`src/rtl/dem_pkg.sv`:
```
// Constants and types shared by the event-to-channel map and its queues
package dem_pkg;

  // ----------------------------------------------------------------------
  // Sizes
  // ----------------------------------------------------------------------
  localparam int unsigned DEM_NUM_CHAN = 64;
  localparam int unsigned DEM_NUM_QUEUE = 3;
  localparam int unsigned DEM_CHAN_W = 6;
  localparam int unsigned DEM_QSEL_W = 2;
  localparam int unsigned DEM_BURST_W = 8;

  // ----------------------------------------------------------------------
  // Default burst sizes in bytes after reset, one per transfer controller
  // ----------------------------------------------------------------------
  localparam logic [7:0] DEM_BURST_RST_ZERO = 8'h10;
  localparam logic [7:0] DEM_BURST_RST_ONE = 8'h20;
  localparam logic [7:0] DEM_BURST_RST_TWO = 8'h40;

  // ----------------------------------------------------------------------
  // Fixed channel numbers of the hardware event sources
  // ----------------------------------------------------------------------
  localparam int unsigned DEM_CH_BSP0_TX = 2;
  localparam int unsigned DEM_CH_BSP0_RX = 3;
  localparam int unsigned DEM_CH_BSP1_TX = 4;
  localparam int unsigned DEM_CH_BSP1_RX = 5;
  localparam int unsigned DEM_CH_VIDEO_BASE = 6;
  localparam int unsigned DEM_CH_AUDIO_TX_BASE = 10;
  localparam int unsigned DEM_CH_AUDIO_RX_BASE = 13;
  localparam int unsigned DEM_CH_UART0_RX = 22;
  localparam int unsigned DEM_CH_UART0_TX = 23;
  localparam int unsigned DEM_CH_UART1_RX = 24;
  localparam int unsigned DEM_CH_UART1_TX = 25;
  localparam int unsigned DEM_CH_TWOWIRE_RX = 28;
  localparam int unsigned DEM_CH_TWOWIRE_TX = 29;
  localparam int unsigned DEM_CH_PIN_BASE = 32;
  localparam int unsigned DEM_CH_BANK_BASE = 40;
  localparam int unsigned DEM_CH_TIMER_BASE = 48;
  localparam int unsigned DEM_CH_PULSE_BASE = 52;
  localparam int unsigned DEM_NUM_PIN = 8;
  localparam int unsigned DEM_NUM_BANK = 7;

  // ----------------------------------------------------------------------
  // Queue slot state, Gray coded
  // ----------------------------------------------------------------------
  typedef enum logic [0:0] {
    DEM_Q_IDLE = 1'b0,
    DEM_Q_OFFER = 1'b1
  } dem_qstate_t;

  // ----------------------------------------------------------------------
  // Whole state of the block
  // ----------------------------------------------------------------------
  typedef struct packed {
    logic [63:0] pending;
    logic [2:0][7:0] burst;
    dem_qstate_t [2:0] qstate;
    logic [2:0][5:0] qchan;
    logic compl_global;
    logic compl_region0;
    logic compl_region1;
    logic [2:0] tc_error;
    logic cc_error;
  } dem_state_t;

endpackage

```
`src/rtl/dem_event_map.sv`:
```
// Event-to-channel map, pending latch, queue submission and interrupts
//
// Overview of operation
// - There are 64 channels, each triggered and serviced on its own.
// - Three queues exist, each feeding its own transfer controller.
// - Each controller has a burst size software may load; reset gives 16, 32 and 64 bytes.
// - Three completion interrupts: global, shadow region zero and shadow region one.
// - Four error interrupts: global channel-controller error and one per transfer controller.
// - Each listed channel has one fixed event source; software enables which events trigger.
// - Channels 2..5 take the transmit and receive events of serial ports zero and one.
// - Channels 6..9 take histogram, statistics, previewer and resizer video events.
// - Channels 10..15 take the audio transmit-even/odd/plain and receive-even/odd/plain events.
// - Channels 22..25 take the receive and transmit events of UART zero then UART one.
// - Channels 28 and 29 take the two-wire receive and transmit events.
// - Channels 32..39 take pin interrupts zero to seven in order.
// - Channels 40..46 take pin bank interrupts zero to six in order.
// - Channels 48..51 take timer zero low/high then timer one low/high events.
// - Channels 52..54 take pulse modulator events zero to two.
`timescale 1ns/100ps

module dem_event_map (
  input wire logic clock_in, // System clock, 250 MHz
  input wire logic resetn_in, // Async reset, active low
  input wire logic bsp0_tx_event_in, // Serial port 0 transmit
  input wire logic bsp0_rx_event_in, // Serial port 0 receive
  input wire logic bsp1_tx_event_in, // Serial port 1 transmit
  input wire logic bsp1_rx_event_in, // Serial port 1 receive
  input wire logic video_histogram_event_in, // Video histogram
  input wire logic video_statistics_event_in, // Video statistics
  input wire logic video_previewer_event_in, // Video previewer
  input wire logic video_resizer_event_in, // Video resizer
  input wire logic audio_tx_even_event_in, // Audio transmit even
  input wire logic audio_tx_odd_event_in, // Audio transmit odd
  input wire logic audio_tx_event_in, // Audio transmit
  input wire logic audio_rx_even_event_in, // Audio receive even
  input wire logic audio_rx_odd_event_in, // Audio receive odd
  input wire logic audio_rx_event_in, // Audio receive
  input wire logic uart0_rx_event_in, // UART 0 receive
  input wire logic uart0_tx_event_in, // UART 0 transmit
  input wire logic uart1_rx_event_in, // UART 1 receive
  input wire logic uart1_tx_event_in, // UART 1 transmit
  input wire logic twowire_rx_event_in, // Two-wire receive
  input wire logic twowire_tx_event_in, // Two-wire transmit
  input wire logic [7:0] pin_interrupt_in, // Pin interrupts 0..7
  input wire logic [6:0] pin_bank_interrupt_in, // Pin bank interrupts 0..6
  input wire logic timer0_low_event_in, // Timer 0 low
  input wire logic timer0_high_event_in, // Timer 0 high
  input wire logic timer1_low_event_in, // Timer 1 low
  input wire logic timer1_high_event_in, // Timer 1 high
  input wire logic [2:0] pulse_mod_event_in, // Pulse modulators 0..2
  input wire logic [63:0] chan_enable_in, // Per-channel event enable
  input wire logic [127:0] chan_queue_in, // Two-bit queue pick per channel
  input wire logic [63:0] sw_trigger_in, // Software trigger pulses
  input wire logic [2:0] burst_load_in, // Load strobe per controller
  input wire logic [7:0] burst_value_in, // Burst size to load, bytes
  input wire logic [2:0] submit_ready_in, // Controller takes submission
  input wire logic [2:0] done_valid_in, // Controller finished a transfer
  input wire logic [17:0] done_chan_in, // Finished channel, 6 bits per controller
  input wire logic [2:0] tc_error_in, // Controller error pulse
  input wire logic [63:0] region0_mask_in, // Channels of shadow region 0
  input wire logic [63:0] region1_mask_in, // Channels of shadow region 1
  output logic [2:0] submit_valid_out, // Submission offered per queue
  output logic [17:0] submit_chan_out, // Channel offered, 6 bits per queue
  output logic [23:0] burst_size_out, // Burst size per controller, bytes
  output logic [63:0] pending_out, // Pending channel flags
  output logic compl_global_irq_out, // Completion, global
  output logic compl_region0_irq_out, // Completion, shadow region 0
  output logic compl_region1_irq_out, // Completion, shadow region 1
  output logic cc_error_irq_out, // Channel controller error
  output logic [2:0] tc_error_irq_out // Error per transfer controller
);
  import dem_pkg::*;

  // ----------------------------------------------------------------------
  // Helpers
  // ----------------------------------------------------------------------

  // Fixed wiring of sources to channels; unlisted channels stay zero
  function automatic logic [63:0] map_events();
    logic [63:0] v;
    v = '0;
    v[DEM_CH_BSP0_TX] = bsp0_tx_event_in;
    v[DEM_CH_BSP0_RX] = bsp0_rx_event_in;
    v[DEM_CH_BSP1_TX] = bsp1_tx_event_in;
    v[DEM_CH_BSP1_RX] = bsp1_rx_event_in;
    v[DEM_CH_VIDEO_BASE] = video_histogram_event_in;
    v[DEM_CH_VIDEO_BASE + 1] = video_statistics_event_in;
    v[DEM_CH_VIDEO_BASE + 2] = video_previewer_event_in;
    v[DEM_CH_VIDEO_BASE + 3] = video_resizer_event_in;
    v[DEM_CH_AUDIO_TX_BASE] = audio_tx_even_event_in;
    v[DEM_CH_AUDIO_TX_BASE + 1] = audio_tx_odd_event_in;
    v[DEM_CH_AUDIO_TX_BASE + 2] = audio_tx_event_in;
    v[DEM_CH_AUDIO_RX_BASE] = audio_rx_even_event_in;
    v[DEM_CH_AUDIO_RX_BASE + 1] = audio_rx_odd_event_in;
    v[DEM_CH_AUDIO_RX_BASE + 2] = audio_rx_event_in;
    v[DEM_CH_UART0_RX] = uart0_rx_event_in;
    v[DEM_CH_UART0_TX] = uart0_tx_event_in;
    v[DEM_CH_UART1_RX] = uart1_rx_event_in;
    v[DEM_CH_UART1_TX] = uart1_tx_event_in;
    v[DEM_CH_TWOWIRE_RX] = twowire_rx_event_in;
    v[DEM_CH_TWOWIRE_TX] = twowire_tx_event_in;
    v[DEM_CH_PIN_BASE +: DEM_NUM_PIN] = pin_interrupt_in;
    v[DEM_CH_BANK_BASE +: DEM_NUM_BANK] = pin_bank_interrupt_in;
    v[DEM_CH_TIMER_BASE] = timer0_low_event_in;
    v[DEM_CH_TIMER_BASE + 1] = timer0_high_event_in;
    v[DEM_CH_TIMER_BASE + 2] = timer1_low_event_in;
    v[DEM_CH_TIMER_BASE + 3] = timer1_high_event_in;
    v[DEM_CH_PULSE_BASE +: 3] = pulse_mod_event_in;
    return v;
  endfunction

  // Queue of a channel; a pick of 3 is folded onto the last queue
  function automatic logic [1:0] queue_of(input int unsigned ch);
    logic [1:0] q;
    q = chan_queue_in[ch * DEM_QSEL_W +: DEM_QSEL_W];
    return (q > 2'h2) ? 2'h2 : q;
  endfunction

  // Lowest set bit: found flag and index
  function automatic logic [6:0] lowest_set(input logic [63:0] v);
    logic [6:0] r;
    r = '0;
    for (int i = DEM_NUM_CHAN - 1; i >= 0; i--) begin
      if (v[i]) begin
        r = {1'b1, 6'(i)};
      end
    end
    return r;
  endfunction

  // ----------------------------------------------------------------------
  // State
  // ----------------------------------------------------------------------
  dem_state_t state;
  dem_state_t next_state;
  logic [63:0] hw_event;
  logic [63:0] trigger;
  logic [63:0] taken;
  logic [6:0] pick;
  logic [63:0] qmask;
  logic [5:0] dch;

  // Next-state logic for pending flags, queue slots, burst sizes, interrupts
  always_comb begin
    next_state = state;
    hw_event = map_events();
    trigger = (hw_event & chan_enable_in) | sw_trigger_in;
    taken = '0;
    pick = '0;
    qmask = '0;
    dch = '0;
    // Each queue slot is independent and feeds its own controller
    for (int q = 0; q < DEM_NUM_QUEUE; q++) begin
      case (state.qstate[q])
        DEM_Q_IDLE: begin
          for (int c = 0; c < DEM_NUM_CHAN; c++) begin
            qmask[c] = state.pending[c] && (queue_of(c) == 2'(q));
          end
          pick = lowest_set(qmask);
          if (pick[6]) begin
            next_state.qstate[q] = DEM_Q_OFFER;
            next_state.qchan[q] = pick[5:0];
            taken[pick[5:0]] = 1'b1;
          end
        end
        DEM_Q_OFFER: begin
          if (submit_ready_in[q]) begin
            next_state.qstate[q] = DEM_Q_IDLE;
          end
        end
        default: begin
          next_state.qstate[q] = DEM_Q_IDLE;
        end
      endcase
    end
    // A new trigger in the cycle of submission keeps the flag set
    next_state.pending = (state.pending & ~taken) | trigger;
    // A trigger on a channel already pending and not taken this cycle is a missed event
    next_state.cc_error = |(trigger & state.pending & ~taken);
    // Burst sizes load from the shared value into every controller whose strobe is set
    for (int t = 0; t < DEM_NUM_QUEUE; t++) begin
      if (burst_load_in[t]) begin
        next_state.burst[t] = burst_value_in;
      end
    end
    // Completion pulses, routed by region membership of the channel
    next_state.compl_global = |done_valid_in;
    next_state.compl_region0 = 1'b0;
    next_state.compl_region1 = 1'b0;
    for (int t = 0; t < DEM_NUM_QUEUE; t++) begin
      dch = done_chan_in[t * DEM_CHAN_W +: DEM_CHAN_W];
      if (done_valid_in[t] && region0_mask_in[dch]) begin
        next_state.compl_region0 = 1'b1;
      end
      if (done_valid_in[t] && region1_mask_in[dch]) begin
        next_state.compl_region1 = 1'b1;
      end
    end
    next_state.tc_error = tc_error_in;
  end

  // State register; reset puts the default burst sizes in place
  always_ff @(posedge clock_in or negedge resetn_in) begin
    if (!resetn_in) begin
      state <= '0;
      state.burst[0] <= DEM_BURST_RST_ZERO;
      state.burst[1] <= DEM_BURST_RST_ONE;
      state.burst[2] <= DEM_BURST_RST_TWO;
    end else begin
      state <= next_state;
    end
  end

  // ----------------------------------------------------------------------
  // Outputs, all from flip-flops
  // ----------------------------------------------------------------------
  always_comb begin
    for (int q = 0; q < DEM_NUM_QUEUE; q++) begin
      submit_valid_out[q] = (state.qstate[q] == DEM_Q_OFFER);
    end
  end

  assign submit_chan_out = state.qchan;
  assign burst_size_out = state.burst;
  assign pending_out = state.pending;
  assign compl_global_irq_out = state.compl_global;
  assign compl_region0_irq_out = state.compl_region0;
  assign compl_region1_irq_out = state.compl_region1;
  assign cc_error_irq_out = state.cc_error;
  assign tc_error_irq_out = state.tc_error;

endmodule

```
`config.mk`:
```
export PLATFORM = sky130hd
export DESIGN_NAME = dem_event_map
export DESIGN_NICKNAME = d
export VERILOG_FILES = /design/src/rtl/dem_pkg.sv /design/src/rtl/dem_event_map.sv
export SDC_FILE = /design/constraint.sdc
export NUM_CORES = 1
export LEC_CHECK = 0
export BUFFER_PORTS_ARGS = -buffer_cell sky130_fd_sc_hd__buf_2
export CORE_AREA = 5 5 220 222
export DETAILED_ROUTE_END_ITERATION = 10
export DIE_AREA = 0 0 225 227
export SLEW_MARGIN = 10
export SYNTH_ARGS = -nofsm -noshare
export SYNTH_HDL_FRONTEND = slang
export SYNTH_SLANG_ARGS = --single-unit
```
`constraint.sdc`:
```
create_clock -name clock_in -period 5.24 [get_ports clock_in]
set_clock_uncertainty 0.05 [all_clocks]
set_input_delay 0 -clock clock_in [delete_from_list [all_inputs] [get_ports clock_in]]
set_output_delay 0 -clock clock_in [all_outputs]
set_load 0.03 [all_outputs]
```
==> impl_metrics.toml, run 1 <==
[run_status]
outcome = "complete, no violations"

[yosys]
yosysSeqAreaShare_pct = 20.4
synthCells = 1552
synth_flop_cell = "dfrtp_1"
syn_avg_cell_area_um2 = 9.17
synth_edf_count = 0
synth_area_um2 = 14200
ys_ff_latch = 116
synth.distinct_cells = 94
async_reset_ff_share_pct = 100
syn_nets = 2018
yosys_warnings = 0

[grt]
grt.total_usage_pct = 34.4
grt_pass1_wl_um = 129000
grt_pass1_vias = 19300
antenna_found_initial = 8
grt_remaining_overflow = 0
grt_max_degree = 63

[cells_and_area]
fin_util_pct = 44.4
area_delta_synth_final_pct = 43.9
fillers = 4558
num-nets-final = 2793
drive_above_1_share_pct = 40.9
multi_input_area_um2 = 11000
seqCellArea_um2 = 2910
stdcell_area_um2 = 20500

[pwr]
pwr-share-comb_pct = 47.8
internal_power_mw = 2.72
seqPwrFrac_pct = 24.0
vdd_ir_drop_max_v = 0.000193
p_switching_mw = 1.98
p_clk_share_pct = 28.2
p_leak_nw = 8.47
p_sw_share_pct = 42.1
p_per_area_nw_per_um2 = 229

[timing]
setup_viol = 0
clock.fmax_mhz = 197
worst_slew_pin_slew_ns = 1.11
tns_ns = 0
finalHoldViolations = 0
rsz0062_at_grt = "no"
period_minus_slack_ns = 5.08
maxSlewHeadroom_pct = 25.5
drv_slew = 0
fin_crit_sh_pct = 96.9

[routing]
drt-total-wl_um = 91800
drc = 0
dr.pass1.iters = 6
antenna_left = 0
drt_iter0_markers = 2358
avgRoutedWirePerCell_um = 31.1
via_per_inst = 6.47
num_vias = 19100

[placed_design]
hpwl_um = 76700
io_buffer_count = 559
postPlaceCellArea_um2 = 18500
gp_congestion = 1.11

[setup_path]
cp_slowest_cell = "dfrtp_1"
critPathMaxStageDelay_ns = 0.68
critPathBufInv = 2
arrival_ns = 5.34
crit_family = "compound AO/OA/AOI/OAI gates"
crit_type = "reg2reg"
worstPathCellList = "a22oi_1 -> and4_1 -> a2111oi_1 -> buf_4 -> o22a_1 -> and3_1 -> nand2_1 -> o31ai_1 -> nor3b_1 -> a22oi_1 -> o221ai_1 -> nor4_1 -> buf_4 -> nand4_1"
critPathRequiredTime_ns = 5.51
startpoint_type = "flop"
cp_max_fo = 10
endpoint_kind = "flop"

[clock_tree]
h-tree-depth = 4
cts_tree = "built"
cts_sinks = 116
clkTransAtPathRegs_ns = 0.06
root_buffer = "clkbuf_16"
clkLatencyLatePin_ns = 0.45
cts_setup_buffers = 0
cts_buffers = 17
cts_buffer_depth = 2

[floorplanning]
core_area_um2 = 46200
die-area_um2 = 51100
placementRows = 79
die_height_um = 227
io_pins = 582
start_util_pct = 30.8
die_w_um = 225

[min_path]
hp-class = "in2reg"

[run]
drv_cap = 0
-- timing repair --
item / CTS / global route
gates resized for setup: 0 / 2
setup endpoints to repair: 0 / 1
hold buffers: 132 / 0
hold endpoints to repair: 156 / 0
-- metal layers --
layer  global-route usage, %  up-vias  routed length, um
li1                        -     8015                  -
met1                    38.6     9302              31200
met2                    60.2     1400              44700
met3                    7.83      335               9290
met4                    19.5        8               6460
met5                       0        -                 49
-- final cells by class --
cell class	instances	share of cell area, %
multi-input cells	1355	53.9
repair buffers	814	24.6
flip-flops and latches	116	14.2
well taps	607	3.71
clock buffers	19	2.21
clock inverters	13	0.959
inverters	23	0.422
diodes	1	0.0122
-- flip-flops by register name, indices dropped and copies added (netlist names) --
signal / count
pending_out: 64
burst_size_out: 24
submit_chan_out: 18
submit_valid_out: 3
tc_error_irq_out: 3
cc_error_irq_out: 1
compl_global_irq_out: 1
compl_region0_irq_out: 1
compl_region1_irq_out: 1
-- through the flow --
step / setup slack, ns / hold WS (ns) / power, mW / cells
6_report: 0.165 / 0.0171 / 4.69 / 2948
5_1_grt: 0.112 / 0.0158 / 4.85 / 2947
4_1_cts: 0.184 / 0.0229 / 4.66 / 2947
3_5_place_dp: 0.210 / 0.0593 / 3.24 / 2783
3_3_place_gp: 0.199 / 0.0579 / 3.22 / 2783
2_1_floorplan: 1.54 / -0.346 / 2.26 / 1552
-- worst paths after layout --
path	start	endpoint	slack [ns]	cells after the start
min in group asynchronous	resetn_in	pending_out[62]	0.18	2
worst min-delay path	chan_enable_in[9]	cc_error_irq_out	0.02	5
worst max-delay path	pending_out[45]	cc_error_irq_out	0.16	14
worst max register to register	pending_out[45]	cc_error_irq_out	0.16	14
worst min register to register	submit_chan_out[11]	submit_chan_out[11]	0.44	1
max in group asynchronous	resetn_in	pending_out[2]	3.59	3
-- power groups by stage --
stage / combinational [mW] / sequential, mW / clock [mW]
2_1_floorplan: 0.960 / 1.30 / 0
3_3_place_gp: 2.09 / 1.14 / 0
3_5_place_dp: 2.10 / 1.14 / 0
4_1_cts: 2.20 / 1.13 / 1.34
5_1_grt: 2.34 / 1.14 / 1.37
6_report: 2.24 / 1.13 / 1.32
-- layout by cell type (no fill, tap or decap), types with 27 or more instances in the layout --
cell type	synthesis	final
a21o_1	31	31
a21oi_1	79	79
a22o_1	28	28
a22oi_1	33	33
and3b_1	27	27
buf_2	7	558
buf_4	0	124
dfrtp_1	113	113
dlygate4sd3_1	0	132
mux2_2	33	33
mux4_2	126	126
nand2_1	155	155
nand3_1	34	34
nand3b_1	62	62
nand4_1	30	30
nor2_1	80	80
nor3_1	34	34
nor3b_1	66	65
nor4_1	33	32
o21ai_0	56	56
o31ai_1	35	35
-- kinds of logic after synthesis --
group | after synthesis | synth area share (%)
buf+inv | 81 | 2.20
simple gates | 702 | 29.2
compound gates | 493 | 25.5
flops | 116 | 20.4
mux | 160 | 22.6
-- tightest hold or removal path, stage by stage --
cell,delay (ns)
buf_2,0.08
a21oi_1,0.10
o22ai_1,0.15
nor4_1,0.08
nand4_1,0.08
-- cell usage after synthesis (all sizes together), types with 30 or more instances --
cell type / count / area share, %
nor4: 34 / 1.5
nand4: 30 / 1.3
nand2: 155 / 4.1
nand3b: 63 / 3.4
dfrtp: 113 / 20
o21ai: 61 / 2.2
a22oi: 33 / 1.7
o31ai: 35 / 1.8
clkbuf: 37 / 0.98
a21o: 31 / 1.6
nor3: 35 / 1.3
nor2: 84 / 2.3
nand3: 34 / 1.2
mux4: 126 / 20
mux2: 33 / 2.6
nor3b: 70 / 3.8
a21oi: 80 / 2.9
No activity file was read; power rests on OpenSTA's default activity.
==> run 2: changes to the inputs <==
--- a/config.mk
+++ b/config.mk
@@ -6,9 +6,13 @@
 export NUM_CORES = 1
 export LEC_CHECK = 0
 export BUFFER_PORTS_ARGS = -buffer_cell sky130_fd_sc_hd__buf_2
-export CORE_AREA = 5 5 220 222
+export CELL_PAD_IN_SITES_DETAIL_PLACEMENT = 0
+export CELL_PAD_IN_SITES_GLOBAL_PLACEMENT = 2
+export CORE_MARGIN = 5
+export CORE_UTILIZATION = 31
 export DETAILED_ROUTE_END_ITERATION = 10
-export DIE_AREA = 0 0 225 227
+export PLACE_DENSITY_LB_ADDON = 0.1
+export RECOVER_POWER = 50
 export SLEW_MARGIN = 10
 export SYNTH_ARGS = -nofsm -noshare
 export SYNTH_HDL_FRONTEND = slang
==> run 2 against run 1 <==
Compared with the run above:
- the flow now finishes with violations (max-capacitance violations, max-slew violations)
- clock power down 5%
- setup slack got worse by 0.0074 ns
- clock-buffer cell count down 2
- final cell count decreased by 0.85%
- sequential share of layout area is 0.23 points higher
- fmax down 0.15%
- routed wire length shrank 2.7%
- die area fell by 1.5%
- register-to-register slack about the same
- hold slack better by 0.012 ns
- utilization hardly changed
- sequential cell count unchanged
- critical endpoint unchanged
- largest power group unchanged
==> impl_metrics.toml, run 2 (synthesized netlist as in run 1, its figures left out) <==
[grt]
grt_max_degree = 63
grt.total_usage_pct = 33.8
grt_pass1_wl_um = 126000
grt_remaining_overflow = 0
antenna_found_initial = 12
grt_pass1_vias = 18600

[run]
drv_cap = 1

[floorplanning]
die_height_um = 224
die_w_um = 224
placementRows = 78
core_area_um2 = 45400
start_util_pct = 31.4
io_pins = 582
die-area_um2 = 50300

[cells_and_area]
layoutNonFillerInstCount = 2923
largest_reg_flops = 64
drive_above_1_share_pct = 36.3
final_cell_mix = "buf_2 (466), nand2_1 (155), dlygate4sd3_1 (131), mux4_2 (126), dfrtp_1 (113)"
num-nets-final = 2764
final_common_cell = "buf_2"
area_delta_synth_final_pct = 41.6
fillers = 4609

[timing]
finalHoldViolations = 0
maxSlewHeadroom_pct = -154
drv_slew = 63
rsz0062_at_grt = "no"
period_minus_slack_ns = 5.08
clock.fmax_mhz = 197
fin_crit_sh_pct = 97.0
setup_viol = 0
worst_slew_pin_slew_ns = 3.81
tns_ns = 0
hold_slack_ns = 0.0293

[setup_path]
arrival_ns = 5.33
critPathRequiredTime_ns = 5.49
cp_max_fo = 8
crit_type = "reg2reg"
endpoint_kind = "flop"
startpoint_type = "flop"

[routing]
drt-total-wl_um = 89300
num_vias = 18400
drc = 0
antenna_left = 0
drt_iter0_markers = 1928
via_per_inst = 6.28
avgRoutedWirePerCell_um = 30.5
dr.pass1.iters = 6

[run_status]
outcome = "complete, but fails checks"
violations = "max-capacitance violations, max-slew violations"

[pwr]
p_leak_nw = 8.12
total_power_mw = 4.54
p_per_area_nw_per_um2 = 226
vdd_ir_drop_max_v = 0.000179

[clock_tree]
cts_tree = "built"
clkTransAtPathRegs_ns = 0.06
root_buffer = "clkbuf_16"
h-tree-depth = 4
cts_setup_buffers = 0
cts_buffers = 17
clkLatencyLatePin_ns = 0.44
cts_buffer_depth = 2
cts_sinks = 116

[placed_design]
hpwl_um = 74400
io_buffer_count = 559
dp.cells = 2746
gp_congestion = 1.03

[min_path]
hp-class = "in2reg"
==> run 2: layout make-up <==
type,instances,area (um2),area share (%)
multi-input combinational,1355,11000,54.8
timing repair buffer,785,4730,23.5
sequential,116,2910,14.4
tap,600,751,3.73
clock buffer,17,425,2.11
clock inverter,15,176,0.876
inverter,23,86.3,0.429
antenna,12,30.0,0.149
==> run 2: final timing paths <==
| kind | from | endpoint | slack (ns) | cells after the start |
|---|---|---|---|---|
| max in group asynchronous | resetn_in | pending_out[14] | 1.36 | 3 |
| min in group asynchronous | resetn_in | pending_out[61] | 1.40 | 2 |
| max | pending_out[54] | cc_error_irq_out | 0.16 | 13 |
| min | chan_enable_in[48] | cc_error_irq_out | 0.03 | 5 |
| min reg2reg | submit_chan_out[5] | submit_chan_out[5] | 0.45 | 1 |
| max reg2reg | pending_out[54] | cc_error_irq_out | 0.16 | 13 |
==> run 2: repair_timing <==
| action | CTS | global route |
|---|---|---|
| endpoints found under the setup margin | 0 | 1 |
| resized for setup | 0 | 1 |
| hold buffers | 131 | 0 |
| hold endpoints to repair | 155 | 0 |
==> run 2: stage by stage <==
stage,utilization [%],setup slack [ns],instance area (um2)
floorplan,-,1.54,14200
global placement,40.3,0.408,18300
detailed placement,40.3,0.403,18300
CTS,44.5,0.368,20200
global route,44.4,0.0827,20100
finish,44.4,0.158,20100
==> run 2: critical path: stages (launching register included) <==
cell,delay [ns]
dfrtp_1,0.50
a22oi_1,0.47
nand4_1,0.28
o21ai_0,0.55
buf_4,0.24
a31oi_1,0.15
or4_1,0.89
o31ai_1,0.30
a21oi_1,0.09
nand3_1,0.31
o2111ai_1,0.38
nor4_1,0.44
buf_4,0.18
nand4_1,0.09
==> run 2: metal layers <==
metal | global-route usage (%) | part of all wire, % | vias to the layer above
li1 | - | - | 7965
met1 | 43.2 | 40 | 9145
met2 | 56.3 | 47 | 1034
met3 | 7.74 | 8.6 | 209
met4 | 12.4 | 4.4 | 4
met5 | 0 | 0.030 | -
==> run 2: power by group <==
group | switching (mW) | internal, mW | leakage [nW]
Clock | 0.564 | 0.686 | 0.295
Sequential | 0.0880 | 1.00 | 1.18
Combinational | 1.36 | 0.840 | 6.64
Total | 2.01 | 2.53 | 8.12
